$ cat config.mk
export PLATFORM = sky130hd
export DESIGN_NAME = uart_sleep_ctrl
export DESIGN_NICKNAME = d
export VERILOG_FILES = /design/src/uart_sleep_pkg.sv /design/src/baud_gen.sv /design/src/rx_idle_detect.sv /design/src/uart_sleep_ctrl.sv
export VERILOG_INCLUDE_DIRS = /design/src
export SDC_FILE = /design/constraint.sdc
export NUM_CORES = 1
export LEC_CHECK = 0
export BUFFER_PORTS_ARGS = -buffer_cell sky130_fd_sc_hd__buf_2
export CAP_MARGIN = 15
export CORE_ASPECT_RATIO = 0.9
export CORE_UTILIZATION = 50
export DETAILED_ROUTE_END_ITERATION = 10
export HOLD_SLACK_MARGIN = 0.02
export PLACE_DENSITY = 0.72
export RECOVER_POWER = 100
export SLEW_MARGIN = 40
export SYNTH_ARGS = -nofsm -noshare
export SYNTH_HDL_FRONTEND = slang
export SYNTH_HIERARCHICAL = 1
export SYNTH_SLANG_ARGS = --single-unit
export TNS_END_PERCENT = 30
$ cat constraint.sdc
create_clock -name clock_in -period 4.1 [get_ports clock_in]
set_input_delay 0.205 -clock clock_in [delete_from_list [all_inputs] [get_ports clock_in]]
set_output_delay 0.205 -clock clock_in [all_outputs]
set_load 0.01 [all_outputs]
$ cat src/uart_sleep_params.svh
// Constants for the UART sleep controller, idle detector and baud generator
`ifndef UART_SLEEP_PARAMS_SVH
`define UART_SLEEP_PARAMS_SVH

// ----------------------------------------------------------------------------
// Baud generator
// ----------------------------------------------------------------------------
`define DIVISOR_ZERO      16'h0000
`define DIVISOR_ONE       16'h0001
`define PRESCALE_LAST     2'h3
`define PRESCALE_RESET    1'b0
`define OVERSAMPLE_LAST   4'hF

// ----------------------------------------------------------------------------
// Receive idle detection
// ----------------------------------------------------------------------------
`define BIT_MID_PHASE     4'h7
`define WORD_LEN_BASE     6'h05
`define IDLE_WORD_MULT    6'h04
`define IDLE_EXTRA_BITS   6'h0C

// ----------------------------------------------------------------------------
// Reset levels
// ----------------------------------------------------------------------------
`define TX_RESET_LEVEL    1'b1
`define RX_RESET_LEVEL    1'b1
`define MODEM_RESET_LEVEL 4'hF

`endif

$ cat src/uart_sleep_pkg.sv
// Types shared by the UART sleep and baud generator design
package uart_sleep_pkg;

  // --------------------------------------------------------------------------
  // Sleep controller states
  // --------------------------------------------------------------------------
  typedef enum logic [0:0] {
    st_awake  = 1'b0,
    st_asleep = 1'b1
  } sleep_state_t;

  // --------------------------------------------------------------------------
  // Modem input pins and pending interrupt sources
  // --------------------------------------------------------------------------
  typedef struct packed {
    logic cts;
    logic dsr;
    logic ri;
    logic cd;
  } modem_pins_t;

  typedef struct packed {
    logic line_status;
    logic rx_data;
    logic rx_timeout;
    logic thr_empty;
    logic modem;
    logic xoff;
    logic flow;
  } irq_pending_t;

endpackage

$ cat src/baud_gen.sv
// Prescaler and 16-bit divisor producing the 16x bit-rate enable
`timescale 1ns/1ps
`include "uart_sleep_params.svh"

module baud_gen #(
  parameter int DIV_W = 16
) (
  input  wire logic             clock_in,
  input  wire logic             rst_n_in,
  input  wire logic             run_in,
  input  wire logic             prescale4_in,
  input  wire logic [DIV_W-1:0] divisor_in,
  output logic                  tick_out
);

  logic [1:0]       pre_q, pre_d;
  logic [DIV_W-1:0] cnt_q, cnt_d;
  logic             tick_q, tick_d;
  logic             pre_en;

  // ----------------------------------------------------------------------------
  // Next-state logic
  // ----------------------------------------------------------------------------
  // Prescaler then divisor, both frozen while asleep
  always_comb begin
    pre_en = run_in && (!prescale4_in || pre_q == `PRESCALE_LAST);
    pre_d  = pre_q;
    cnt_d  = cnt_q;
    tick_d = 1'b0;
    if (run_in) begin
      pre_d = prescale4_in ? 2'(pre_q + 2'h1) : 2'h0;
    end
    if (pre_en && divisor_in != `DIVISOR_ZERO) begin
      if (cnt_q >= DIV_W'(divisor_in - `DIVISOR_ONE)) begin
        cnt_d  = '0;
        tick_d = 1'b1;
      end else begin
        cnt_d = DIV_W'(cnt_q + 1'b1);
      end
    end
  end

  // Registers
  always_ff @(posedge clock_in) begin
    if (!rst_n_in) begin
      pre_q  <= 2'h0;
      cnt_q  <= '0;
      tick_q <= 1'b0;
    end else begin
      pre_q  <= pre_d;
      cnt_q  <= cnt_d;
      tick_q <= tick_d;
    end
  end

  assign tick_out = tick_q;
endmodule // baud_gen

$ cat src/rx_idle_detect.sv
// Mid-bit sampling of the receive line and idle bit-time counter
`timescale 1ns/1ps
`include "uart_sleep_params.svh"

module rx_idle_detect (
  input  wire logic       clock_in,
  input  wire logic       rst_n_in,
  input  wire logic       tick_in,
  input  wire logic       rx_in,
  input  wire logic [1:0] word_len_in,
  output logic            idle_out
);

  logic [3:0] phase_q, phase_d;
  logic [5:0] count_q, count_d;
  logic       prev_q, prev_d;
  logic       idle_q, idle_d;
  logic       sample_stb;
  logic [5:0] limit;

  // ----------------------------------------------------------------------------
  // Next-state logic
  // ----------------------------------------------------------------------------
  // Falling edge realigns the bit phase and restarts the idle count; sample taken mid-bit
  always_comb begin
    limit      = 6'(`IDLE_WORD_MULT * (`WORD_LEN_BASE + 6'(word_len_in)) + `IDLE_EXTRA_BITS);
    sample_stb = tick_in && phase_q == `BIT_MID_PHASE;
    prev_d     = rx_in;
    phase_d    = phase_q;
    count_d    = count_q;
    if (prev_q && !rx_in) begin
      phase_d = 4'h0;
    end else if (tick_in) begin
      phase_d = 4'(phase_q + 4'h1);
    end
    if (!rx_in && (prev_q || sample_stb)) begin
      count_d = 6'h00;
    end else if (sample_stb && count_q < limit) begin
      count_d = 6'(count_q + 6'h01);
    end
    idle_d = count_d >= limit;
  end

  // Registers
  always_ff @(posedge clock_in) begin
    if (!rst_n_in) begin
      phase_q <= 4'h0;
      count_q <= 6'h00;
      prev_q  <= `RX_RESET_LEVEL;
      idle_q  <= 1'b0;
    end else begin
      phase_q <= phase_d;
      count_q <= count_d;
      prev_q  <= prev_d;
      idle_q  <= idle_d;
    end
  end

  assign idle_out = idle_q;
endmodule // rx_idle_detect

$ cat src/uart_sleep_ctrl.sv
// UART channel sleep controller, break drive and baud generator top
`timescale 1ns/1ps
`include "uart_sleep_params.svh"

module uart_sleep_ctrl (
  input  wire logic                       clock_in,
  input  wire logic                       rst_n_in,
  // Serial and modem pins
  input  wire logic                       rx_pin_in,
  input  wire uart_sleep_pkg::modem_pins_t modem_pins_in,
  input  wire logic                       tx_data_in,
  output logic                            tx_out,
  // Configuration bits
  input  wire logic                       enh_functions_in,
  input  wire logic                       sleep_enable_in,
  input  wire logic                       break_ctrl_in,
  input  wire logic [1:0]                 word_len_in,
  input  wire logic                       prescale_sel_in,
  // Divisor byte writes
  input  wire logic                       div_low_wr_in,
  input  wire logic                       div_high_wr_in,
  input  wire logic [7:0]                 div_data_in,
  // Channel status from the datapath
  input  wire logic                       thr_write_in,
  input  wire logic                       tx_fifo_empty_in,
  input  wire logic                       tx_shift_empty_in,
  input  wire logic                       rx_fifo_empty_in,
  input  wire uart_sleep_pkg::irq_pending_t irq_pending_in,
  // Status and clock enables
  output logic                            sleeping_out,
  output logic                            uart_clk_en_out,
  output logic                            baud_tick_out,
  output logic                            rx_idle_out,
  output logic [15:0]                     divisor_out
);

  // ----------------------------------------------------------------------------
  // Declarations
  // ----------------------------------------------------------------------------
  uart_sleep_pkg::sleep_state_t state_q, state_d;
  uart_sleep_pkg::modem_pins_t  modem_s1_q, modem_s2_q, modem_s3_q;
  logic                         rx_s1_q, rx_s2_q, rx_s3_q;
  logic [7:0]                   div_low_q, div_low_d;
  logic [7:0]                   div_high_q, div_high_d;
  logic                         prescale_q, prescale_d;
  logic                         tx_q, tx_d;
  logic                         sleeping_q, sleeping_d;
  logic                         clk_en_q, clk_en_d;
  logic                         rx_change;
  logic                         modem_change;
  logic                         wake_event;
  logic                         sleep_allowed;
  logic                         blocking_irq;
  logic                         can_sleep;
  logic                         baud_tick;
  logic                         rx_idle;

  // ----------------------------------------------------------------------------
  // Pin synchronisers
  // ----------------------------------------------------------------------------
  // Two stages before use, third stage for change detection
  always_ff @(posedge clock_in) begin
    if (!rst_n_in) begin
      rx_s1_q    <= `RX_RESET_LEVEL;
      rx_s2_q    <= `RX_RESET_LEVEL;
      rx_s3_q    <= `RX_RESET_LEVEL;
      modem_s1_q <= `MODEM_RESET_LEVEL;
      modem_s2_q <= `MODEM_RESET_LEVEL;
      modem_s3_q <= `MODEM_RESET_LEVEL;
    end else begin
      rx_s1_q    <= rx_pin_in;
      rx_s2_q    <= rx_s1_q;
      rx_s3_q    <= rx_s2_q;
      modem_s1_q <= modem_pins_in;
      modem_s2_q <= modem_s1_q;
      modem_s3_q <= modem_s2_q;
    end
  end

  // ----------------------------------------------------------------------------
  // Wake and sleep conditions
  // ----------------------------------------------------------------------------
  // Change detectors on the free clock, never gated by sleep
  assign rx_change    = rx_s2_q != rx_s3_q;
  assign modem_change = modem_s2_q != modem_s3_q;
  assign wake_event   = rx_change || modem_change || thr_write_in;

  // Enable bits, idle line, empty transmitter and receive FIFO, no line status, receive data, modem, xoff or flow interrupt
  assign sleep_allowed = enh_functions_in && sleep_enable_in;
  assign blocking_irq  = irq_pending_in.line_status || irq_pending_in.rx_data
                      || irq_pending_in.modem || irq_pending_in.xoff
                      || irq_pending_in.flow;
  assign can_sleep     = sleep_allowed && rx_idle
                      && tx_fifo_empty_in && tx_shift_empty_in
                      && !blocking_irq
                      && rx_fifo_empty_in;

  // ----------------------------------------------------------------------------
  // Sleep state machine
  // ----------------------------------------------------------------------------
  // Enter when every condition holds; any wake event or lost condition leaves
  always_comb begin
    state_d = state_q;
    unique case (state_q)
      uart_sleep_pkg::st_awake: begin
        if (can_sleep && !wake_event) begin
          state_d = uart_sleep_pkg::st_asleep;
        end
      end
      uart_sleep_pkg::st_asleep: begin
        if (wake_event || !can_sleep) begin
          state_d = uart_sleep_pkg::st_awake;
        end
      end
    endcase
    sleeping_d = state_d == uart_sleep_pkg::st_asleep;
    clk_en_d   = state_d == uart_sleep_pkg::st_awake;
  end

  // Registers
  always_ff @(posedge clock_in) begin
    if (!rst_n_in) begin
      state_q    <= uart_sleep_pkg::st_awake;
      sleeping_q <= 1'b0;
      clk_en_q   <= 1'b1;
    end else begin
      state_q    <= state_d;
      sleeping_q <= sleeping_d;
      clk_en_q   <= clk_en_d;
    end
  end

  // ----------------------------------------------------------------------------
  // Divisor latches and prescaler select
  // ----------------------------------------------------------------------------
  // Byte writes; writes during sleep are not guarded here
  always_comb begin
    div_low_d  = div_low_q;
    div_high_d = div_high_q;
    if (div_low_wr_in) begin
      div_low_d = div_data_in;
    end
    if (div_high_wr_in) begin
      div_high_d = div_data_in;
    end
  end

  // No reset: contents survive the top-level reset
  always_ff @(posedge clock_in) begin
    div_low_q  <= div_low_d;
    div_high_q <= div_high_d;
  end

  // Prescaler select follows the modem control bit
  always_comb begin
    prescale_d = prescale_sel_in;
  end

  // Register
  always_ff @(posedge clock_in) begin
    if (!rst_n_in) begin
      prescale_q <= `PRESCALE_RESET;
    end else begin
      prescale_q <= prescale_d;
    end
  end

  // ----------------------------------------------------------------------------
  // Baud generator and receive idle detection
  // ----------------------------------------------------------------------------
  // Single 16x enable shared by transmitter and receiver
  baud_gen #(
    .DIV_W        (16)
  ) u_baud_gen (
    .clock_in     (clock_in),
    .rst_n_in     (rst_n_in),
    .run_in       (clk_en_q),
    .prescale4_in (prescale_q),
    .divisor_in   ({div_high_q, div_low_q}),
    .tick_out     (baud_tick)
  );

  // Idle counter advances on the same 16x enable
  rx_idle_detect u_rx_idle (
    .clock_in     (clock_in),
    .rst_n_in     (rst_n_in),
    .tick_in      (baud_tick),
    .rx_in        (rx_s2_q),
    .word_len_in  (word_len_in),
    .idle_out     (rx_idle)
  );

  // ----------------------------------------------------------------------------
  // Transmit line
  // ----------------------------------------------------------------------------
  // Break holds the line low for as long as the bit is set
  always_comb begin
    tx_d = break_ctrl_in ? 1'b0 : tx_data_in;
  end

  // Register
  always_ff @(posedge clock_in) begin
    if (!rst_n_in) begin
      tx_q <= `TX_RESET_LEVEL;
    end else begin
      tx_q <= tx_d;
    end
  end

  // ----------------------------------------------------------------------------
  // Outputs
  // ----------------------------------------------------------------------------
  assign tx_out          = tx_q;
  assign sleeping_out    = sleeping_q;
  assign uart_clk_en_out = clk_en_q;
  assign baud_tick_out   = baud_tick;
  assign rx_idle_out     = rx_idle;
  assign divisor_out     = {div_high_q, div_low_q};
endmodule // uart_sleep_ctrl

After elaboration in Yosys (flattened, before gate mapping)

Cells that the tools add are included.

Word-level logic and storage cells: 83
Bits in registers: 65
Input bits: 35

$add $sub $neg: 7
Equality and inequality tests: 4
Bitwise operators: 3
Multiplexer cells: 9
Reductions and logical operators: 30
$lt $le $gt $ge: 3

Operators by type and width:

| kind                                                                  | count |
|---|---|
| 16-bit by 1-bit adder with 16-bit output, second input constant       | 1 |
| 16-bit greater-or-equal comparator                                    | 1 |
| 16-bit two-way mux                                                    | 1 |
| 16-bit nonzero test                                                   | 1 |
| 16-bit by 1-bit subtractor with 16-bit output, second input constant  | 1 |
| 1-bit logical AND                                                     | 13 |
| 6-bit two-way mux                                                     | 2 |
| 1-bit logical OR                                                      | 9 |
| 6-bit by 1-bit adder with 6-bit output, second input constant         | 1 |
| 6-bit by 4-bit adder with 6-bit output, second input constant         | 1 |
| 6-bit greater-or-equal comparator                                     | 1 |
| 6-bit < comparator                                                    | 1 |
| 1-bit zero test                                                       | 5 |
| 3-bit by 2-bit adder with 4-bit output, first input constant          | 1 |
| 4-bit by 1-bit adder with 4-bit output, second input constant         | 1 |
| 4-bit by 3-bit equality test with 1-bit output, second input constant | 1 |
| 1-bit two-way mux                                                     | 4 |
| 4-bit inequality test                                                 | 1 |
| 1-bit inverter                                                        | 3 |
| 2-bit by 1-bit adder with 2-bit output, second input constant         | 1 |
| 2-bit equality test, second input constant                            | 1 |
| 2-bit two-way mux                                                     | 1 |
| 1-bit case mux with 2 select lines                                    | 1 |
| 2-bit AND reduction                                                   | 1 |
| 2 further kinds                                                       | 2 |

Longest topological paths before layout

Depth in word-level cells: 12
Mapped depth: 13
Mapped depth without buffers: 12

By module

The synthesis kept the hierarchy.

By module, submodules not included:

| module          | area each (um^2) | cells each | seq. area each (um^2) | times used |
|---|---|---|---|---|
| baud_gen        | 1552.7           | 176        | 380.4                 | 1 |
| uart_sleep_ctrl | 1088.5           | 67         | 860.8                 | 1 |
| rx_idle_detect  | 715.7            | 76         | 240.2                 | 1 |

Worst setup path after synthesis

OpenSTA, ideal clock, no wires.

Path kind: reg2reg
Start point: register div_low_q[6]
End point: register u_baud_gen.cnt_q[0]
Setup time: 0.134 ns
Period minus slack after synthesis: 3.456 ns
Data arrival time: 3.322 ns
Path buffers: 2
Cell stages (with the launch flop): 11
Slack: 0.644 ns
Cell sequence: edfxtp_1 -> or4_1 -> buf_2 -> or3_1 -> nor3b_1 -> xnor2_1 -> ha_1 -> nand4_1 -> o41ai_2 -> clkbuf_1 -> a211oi_1

Longest elaborated chain between the ends: 3
Elaborated cells between the ends (all ways): 5
Those cells by class: 1 x add/sub; 1 x order compare; 1 x mux; 2 x reduce/logical

Ends and longest elaborated chain:

| element                                                        | RTL line               | RTL |
|---|---|---|
| start, declared                                                | uart_sleep_ctrl.sv:43  | `logic [7:0] div_low_q, div_low_d;` |
| start signal, assigned                                         | uart_sleep_ctrl.sv:150 | `div_low_q <= div_low_d;` |
| 16-bit by 1-bit subtractor with 16-bit output (no source line) | n/a                    |  |
| 16-bit greater-or-equal comparator                             | baud_gen.sv:34         | `` if (cnt_q >= DIV_W'(divisor_in - `DIVISOR_ONE)) begin `` |
| 16-bit two-way mux                                             | baud_gen.sv:34         |  |
| end signal, assigned                                           | baud_gen.sv:51         | `cnt_q <= cnt_d;` |
| end, declared                                                  | baud_gen.sv:17         | `logic [DIV_W-1:0] cnt_q, cnt_d;` |

Several ways; a longest one is shown, not always the timed one.
A chain may end at the register's enable or synchronous reset.

Worst setup path after layout

Start point: register div_low_q[3]
End point: register u_baud_gen.cnt_q[1]

The elaborated chain is that of the path after synthesis.

==> flow_summary_export.csv <==
group,metric,value,unit
status,status,"completed",
worst_setup_path,start_kind,"register",
final_layout,fin_area,0.00387,mm2
clocking,clock_path_buffers,2,
logic_synthesis,async_reset_ff_frac,0,
worst_setup_path,r2r_slack,0.52,ns
drt,wl_per_cell,13.4,um
clocking,cts_max_level,3,
logic_synthesis,synth.most_common_cell,"dfxtp_1",
grt,grt_pass1_vias,2399,
final_layout,final_nets,439,
floorplan,initial_core_util,0.534,
logic_synthesis,synth_top_cell_by_area,"dfxtp_1",
drt,postRouteAntennaNets,0,
timing,slew_violations,0,
power_and_ir_drop,ir_drop,0.268,mV
power_and_ir_drop,sw_frac_of_total,0.231,
logic_synthesis,syn_avg_cell_area,10.5,um2
worst_setup_path,crit_chain,"or4_1 -> or3_1 -> nor3_1 -> xnor2_1 -> ha_1 -> nand4_1 -> nor2_1 -> nor4_1 -> o41ai_2 -> buf_4 -> a221oi_1",
worst_setup_path,reg2reg_from,"div_low_q[3]",
logic_synthesis,syn_nets,378,
floorplan,dieArea,0.00705,mm2
worst_setup_path,critPathMaxStageDelay,0.62,ns
floorplan,die_width,88.4,um
logic_synthesis,ys.flop_type,"dfxtp_1",
power_and_ir_drop,internal-power,0.00109,W
logic_synthesis,synth_area,0.00336,mm2
worst_setup_path,crit_buf_inv,1,
worst_setup_path,critPathTopFamily,"simple AND/OR/NAND/NOR gates",
grt,grtUsageMet2,0.313,
timing,final.setup.tns,0,ns
timing,fin_crit_sh,0.873,
worst_setup_path,cp-end-kind,"register",
worst_setup_path,worstSetupPathType,"reg2reg",
worst_setup_path,cp_max_fo,17,
grt,grt_max_degree,25,
power_and_ir_drop,p_sw,0.000328,W
clocking,cts-root-buf,"clkbuf_8",
floorplan,core,0.00628,mm2
worst_setup_path,r2r_end,"u_baud_gen/cnt_q[1]",
logic_synthesis,synth-warning-count,6,
power_and_ir_drop,pwr-share-comb,0.083,
power_and_ir_drop,power,0.00142,W
grt,grt_remaining_overflow,0,
clocking,numCtsBuffers,9,
final_layout,syn2layout_area_growth,15.4,%
power_and_ir_drop,cellPowerDensity,366,mW/mm2
timing,max-slew-margin-rel,0.417,
placed_design,post-place-ws,0.581,ns
timing,hold_viol_final,0,
timing,rsz0062_at_grt,"false",
placed_design,post-dp-hpwl,4650,um
timing,setup_viol,0,
logic_synthesis,synth_top_area_frac,0.298,
clocking,post_cts_buffers,0,
timing,period_minus_slack,3.58,ns
drt,drtIter0Drc,129,
logic_synthesis,synth_edf_count,16,
power_and_ir_drop,p_seq_frac,0.505,
final_layout,layout-drive-gt1-share,0.140,
hold_path,min_path_type,"in2reg",
power_and_ir_drop,p_leak,1.43,nW
clocking,cts_tree,"built",
worst_setup_path,cp.arrival,3.82,ns
placed_design,gp_congestion,0.867,
grt,grt-busiest-layer,"met2",
logic_synthesis,synth.top_cells.by_count,"50 x dfxtp_1, 28 x xnor2_1, 24 x ha_1",
job,maxCapViolCount,0,
worst_setup_path,cpMaxStageDelayCell,"or4_1",
drt,drt_first_pass_iters,4,
placed_design,port_buffers,53,
floorplan,die_h,79.7,um
clocking,cts_resized,0,
logic_synthesis,synth_seq_cells,66,
grt,met3_usage,0.0745,
logic_synthesis,ys_seq_area_frac,0.441,
final_layout,n_antenna_cell,0,
final_layout,n_fill_cell,555,
placed_design,dpl_cell_area,0.00370,mm2
timing,fin_hold_ws,0.0358,ns
drt,via_per_inst,5.28,
grt,grt_pass1_wl,10500,um
timing,worstMarginPinSlew,0.874,ns
hold_path,hold_depth,2,
logic_synthesis,synth_cells,319,
clocking,clock_latency,0.35,ns
grt,track_usage,0.198,
drt,wirelength,6330,um
drt,dr_total_vias,2494,
clocking,path_clk_slew,0.07,ns
clocking,clock-sinks,66,
drt,drc,0,
hold_path,hp-start,"rx_pin_in",
logic_synthesis,synth_cell_types,58,
worst_setup_path,reg2reg_depth,11,
grt,met1_usage,0.243,
power_and_ir_drop,clockPowerShare,0.412,
worst_setup_path,cp.required,4.34,ns
timing,max_freq,279,MHz
floorplan,row_count,27,
hold_path,whs_endpoint,"rx_s1_q",
timing,finalClockSkew,0.00920,ns
floorplan,io_pins,56,
grt,antenna_found_initial,0,
timing,finalWorstSetupSlack,0.520,ns
logic_synthesis,synth.area.top_cells,"dfxtp_1 30%, edfxtp_1 14%, ha_1 8.9%",
-- layer usage --
| metal | vias up | routed length [um] |
|---|---|---|
| met3 | 8 | 403 |
| met1 | 1141 | 3040 |
| met4 | 0 | 73 |
| met5 | - | 0 |
| li1 | 1278 | - |
| met2 | 67 | 2820 |
-- logic make-up (layout without fill, tap and decap cells) --
logic type,count (synthesis),count (layout),synth area share
and+or+nand+nor,124,124,0.224
DFF,66,66,0.441
AOI/OAI and AO/OA,49,49,0.113
xor gates and xnor gates,39,39,0.102
adders and majority gates,24,24,0.0895
buffers and inverters,14,80,0.0209
muxes,3,3,0.0104
-- layout by cell type, fill, tap and decap left out, types with 4 or more instances in the layout --
cell	instances
a211oi_1	16
a21oi_1	9
and2_1	4
and3_1	4
buf_2	28
clkbuf_1	28
clkbuf_8	9
dfxtp_1	50
edfxtp_1	16
ha_1	24
inv_1	7
nand2_1	19
nand2b_1	13
nand3_1	4
nand4_1	5
nor2_1	18
nor3_1	13
nor3b_1	6
nor4_1	5
nor4b_1	4
o21ai_0	7
or2b_1	7
xnor2_1	28
xor2_1	11
-- power groups by stage --
| stage | Sequential [W] | Clock (W) | Combinational [W] |
|---|---|---|---|
| 3_3_place_gp | 0.000728 | 0 | 0.000118 |
| 2_1_floorplan | 0.000730 | 0 | 0.0000701 |
| 3_5_place_dp | 0.000729 | 0 | 0.000123 |
| 4_1_cts | 0.000714 | 0.000597 | 0.000123 |
| 6_report | 0.000715 | 0.000584 | 0.000117 |
| 5_1_grt | 0.000718 | 0.000632 | 0.000132 |
-- what timing repair did --
action	CTS	global route
endpoints found under the setup margin	0	0
endpoints found under the hold margin	0	1
hold buffers	0	1
-- how the worst max path moves through the flow --
stage                     depth (start not counted)              endpoint  slack [ns]    startpoint
after floorplan                                  10   u_baud_gen/cnt_q[0]        0.64  div_low_q[6]
after global placement                           11   u_baud_gen/cnt_q[1]        0.68  div_low_q[5]
after detailed placement                         11  u_baud_gen/cnt_q[14]        0.58  div_low_q[3]
after global routing                             11   u_baud_gen/cnt_q[1]        0.26  div_low_q[3]
after CTS                                        11  u_baud_gen/cnt_q[14]        0.57  div_low_q[3]
final                                            11   u_baud_gen/cnt_q[1]        0.52  div_low_q[3]
-- registers in the layout, summed over array words and instances, names as in the netlist --
register and count:
div_high_q 8, div_low_q 8, modem_s1_q 4, modem_s2_q 4, modem_s3_q 4, prescale_q 1
rx_s1_q 1, rx_s2_q 1, rx_s3_q 1, sleeping_out 1, tx_out 1, u_baud_gen/cnt_q 16
u_baud_gen/pre_q 2, u_baud_gen/tick_out 1, u_rx_idle/count_q 6, u_rx_idle/idle_out 1, u_rx_idle/phase_q 4, u_rx_idle/prev_q 1
uart_clk_en_out 1
-- area by class of cell --
class                   count  area [um2]  area share
well taps                  87         109      0.0281
clock buffers              12         135      0.0349
clock inverters             4        76.3      0.0197
flip-flops and latches     66        1480       0.382
inverters                   8        30.0     0.00775
multi-input cells         239        1780       0.460
repair buffers             56         259      0.0669
-- stage by stage --
stage | utilization | std cells
2_1_floorplan | - | 319
3_3_place_gp | 0.589 | 454
3_5_place_dp | 0.589 | 454
6_report | 0.616 | 472
4_1_cts | 0.622 | 470
5_1_grt | 0.616 | 472
No activity file was read; power rests on OpenSTA's default activity.
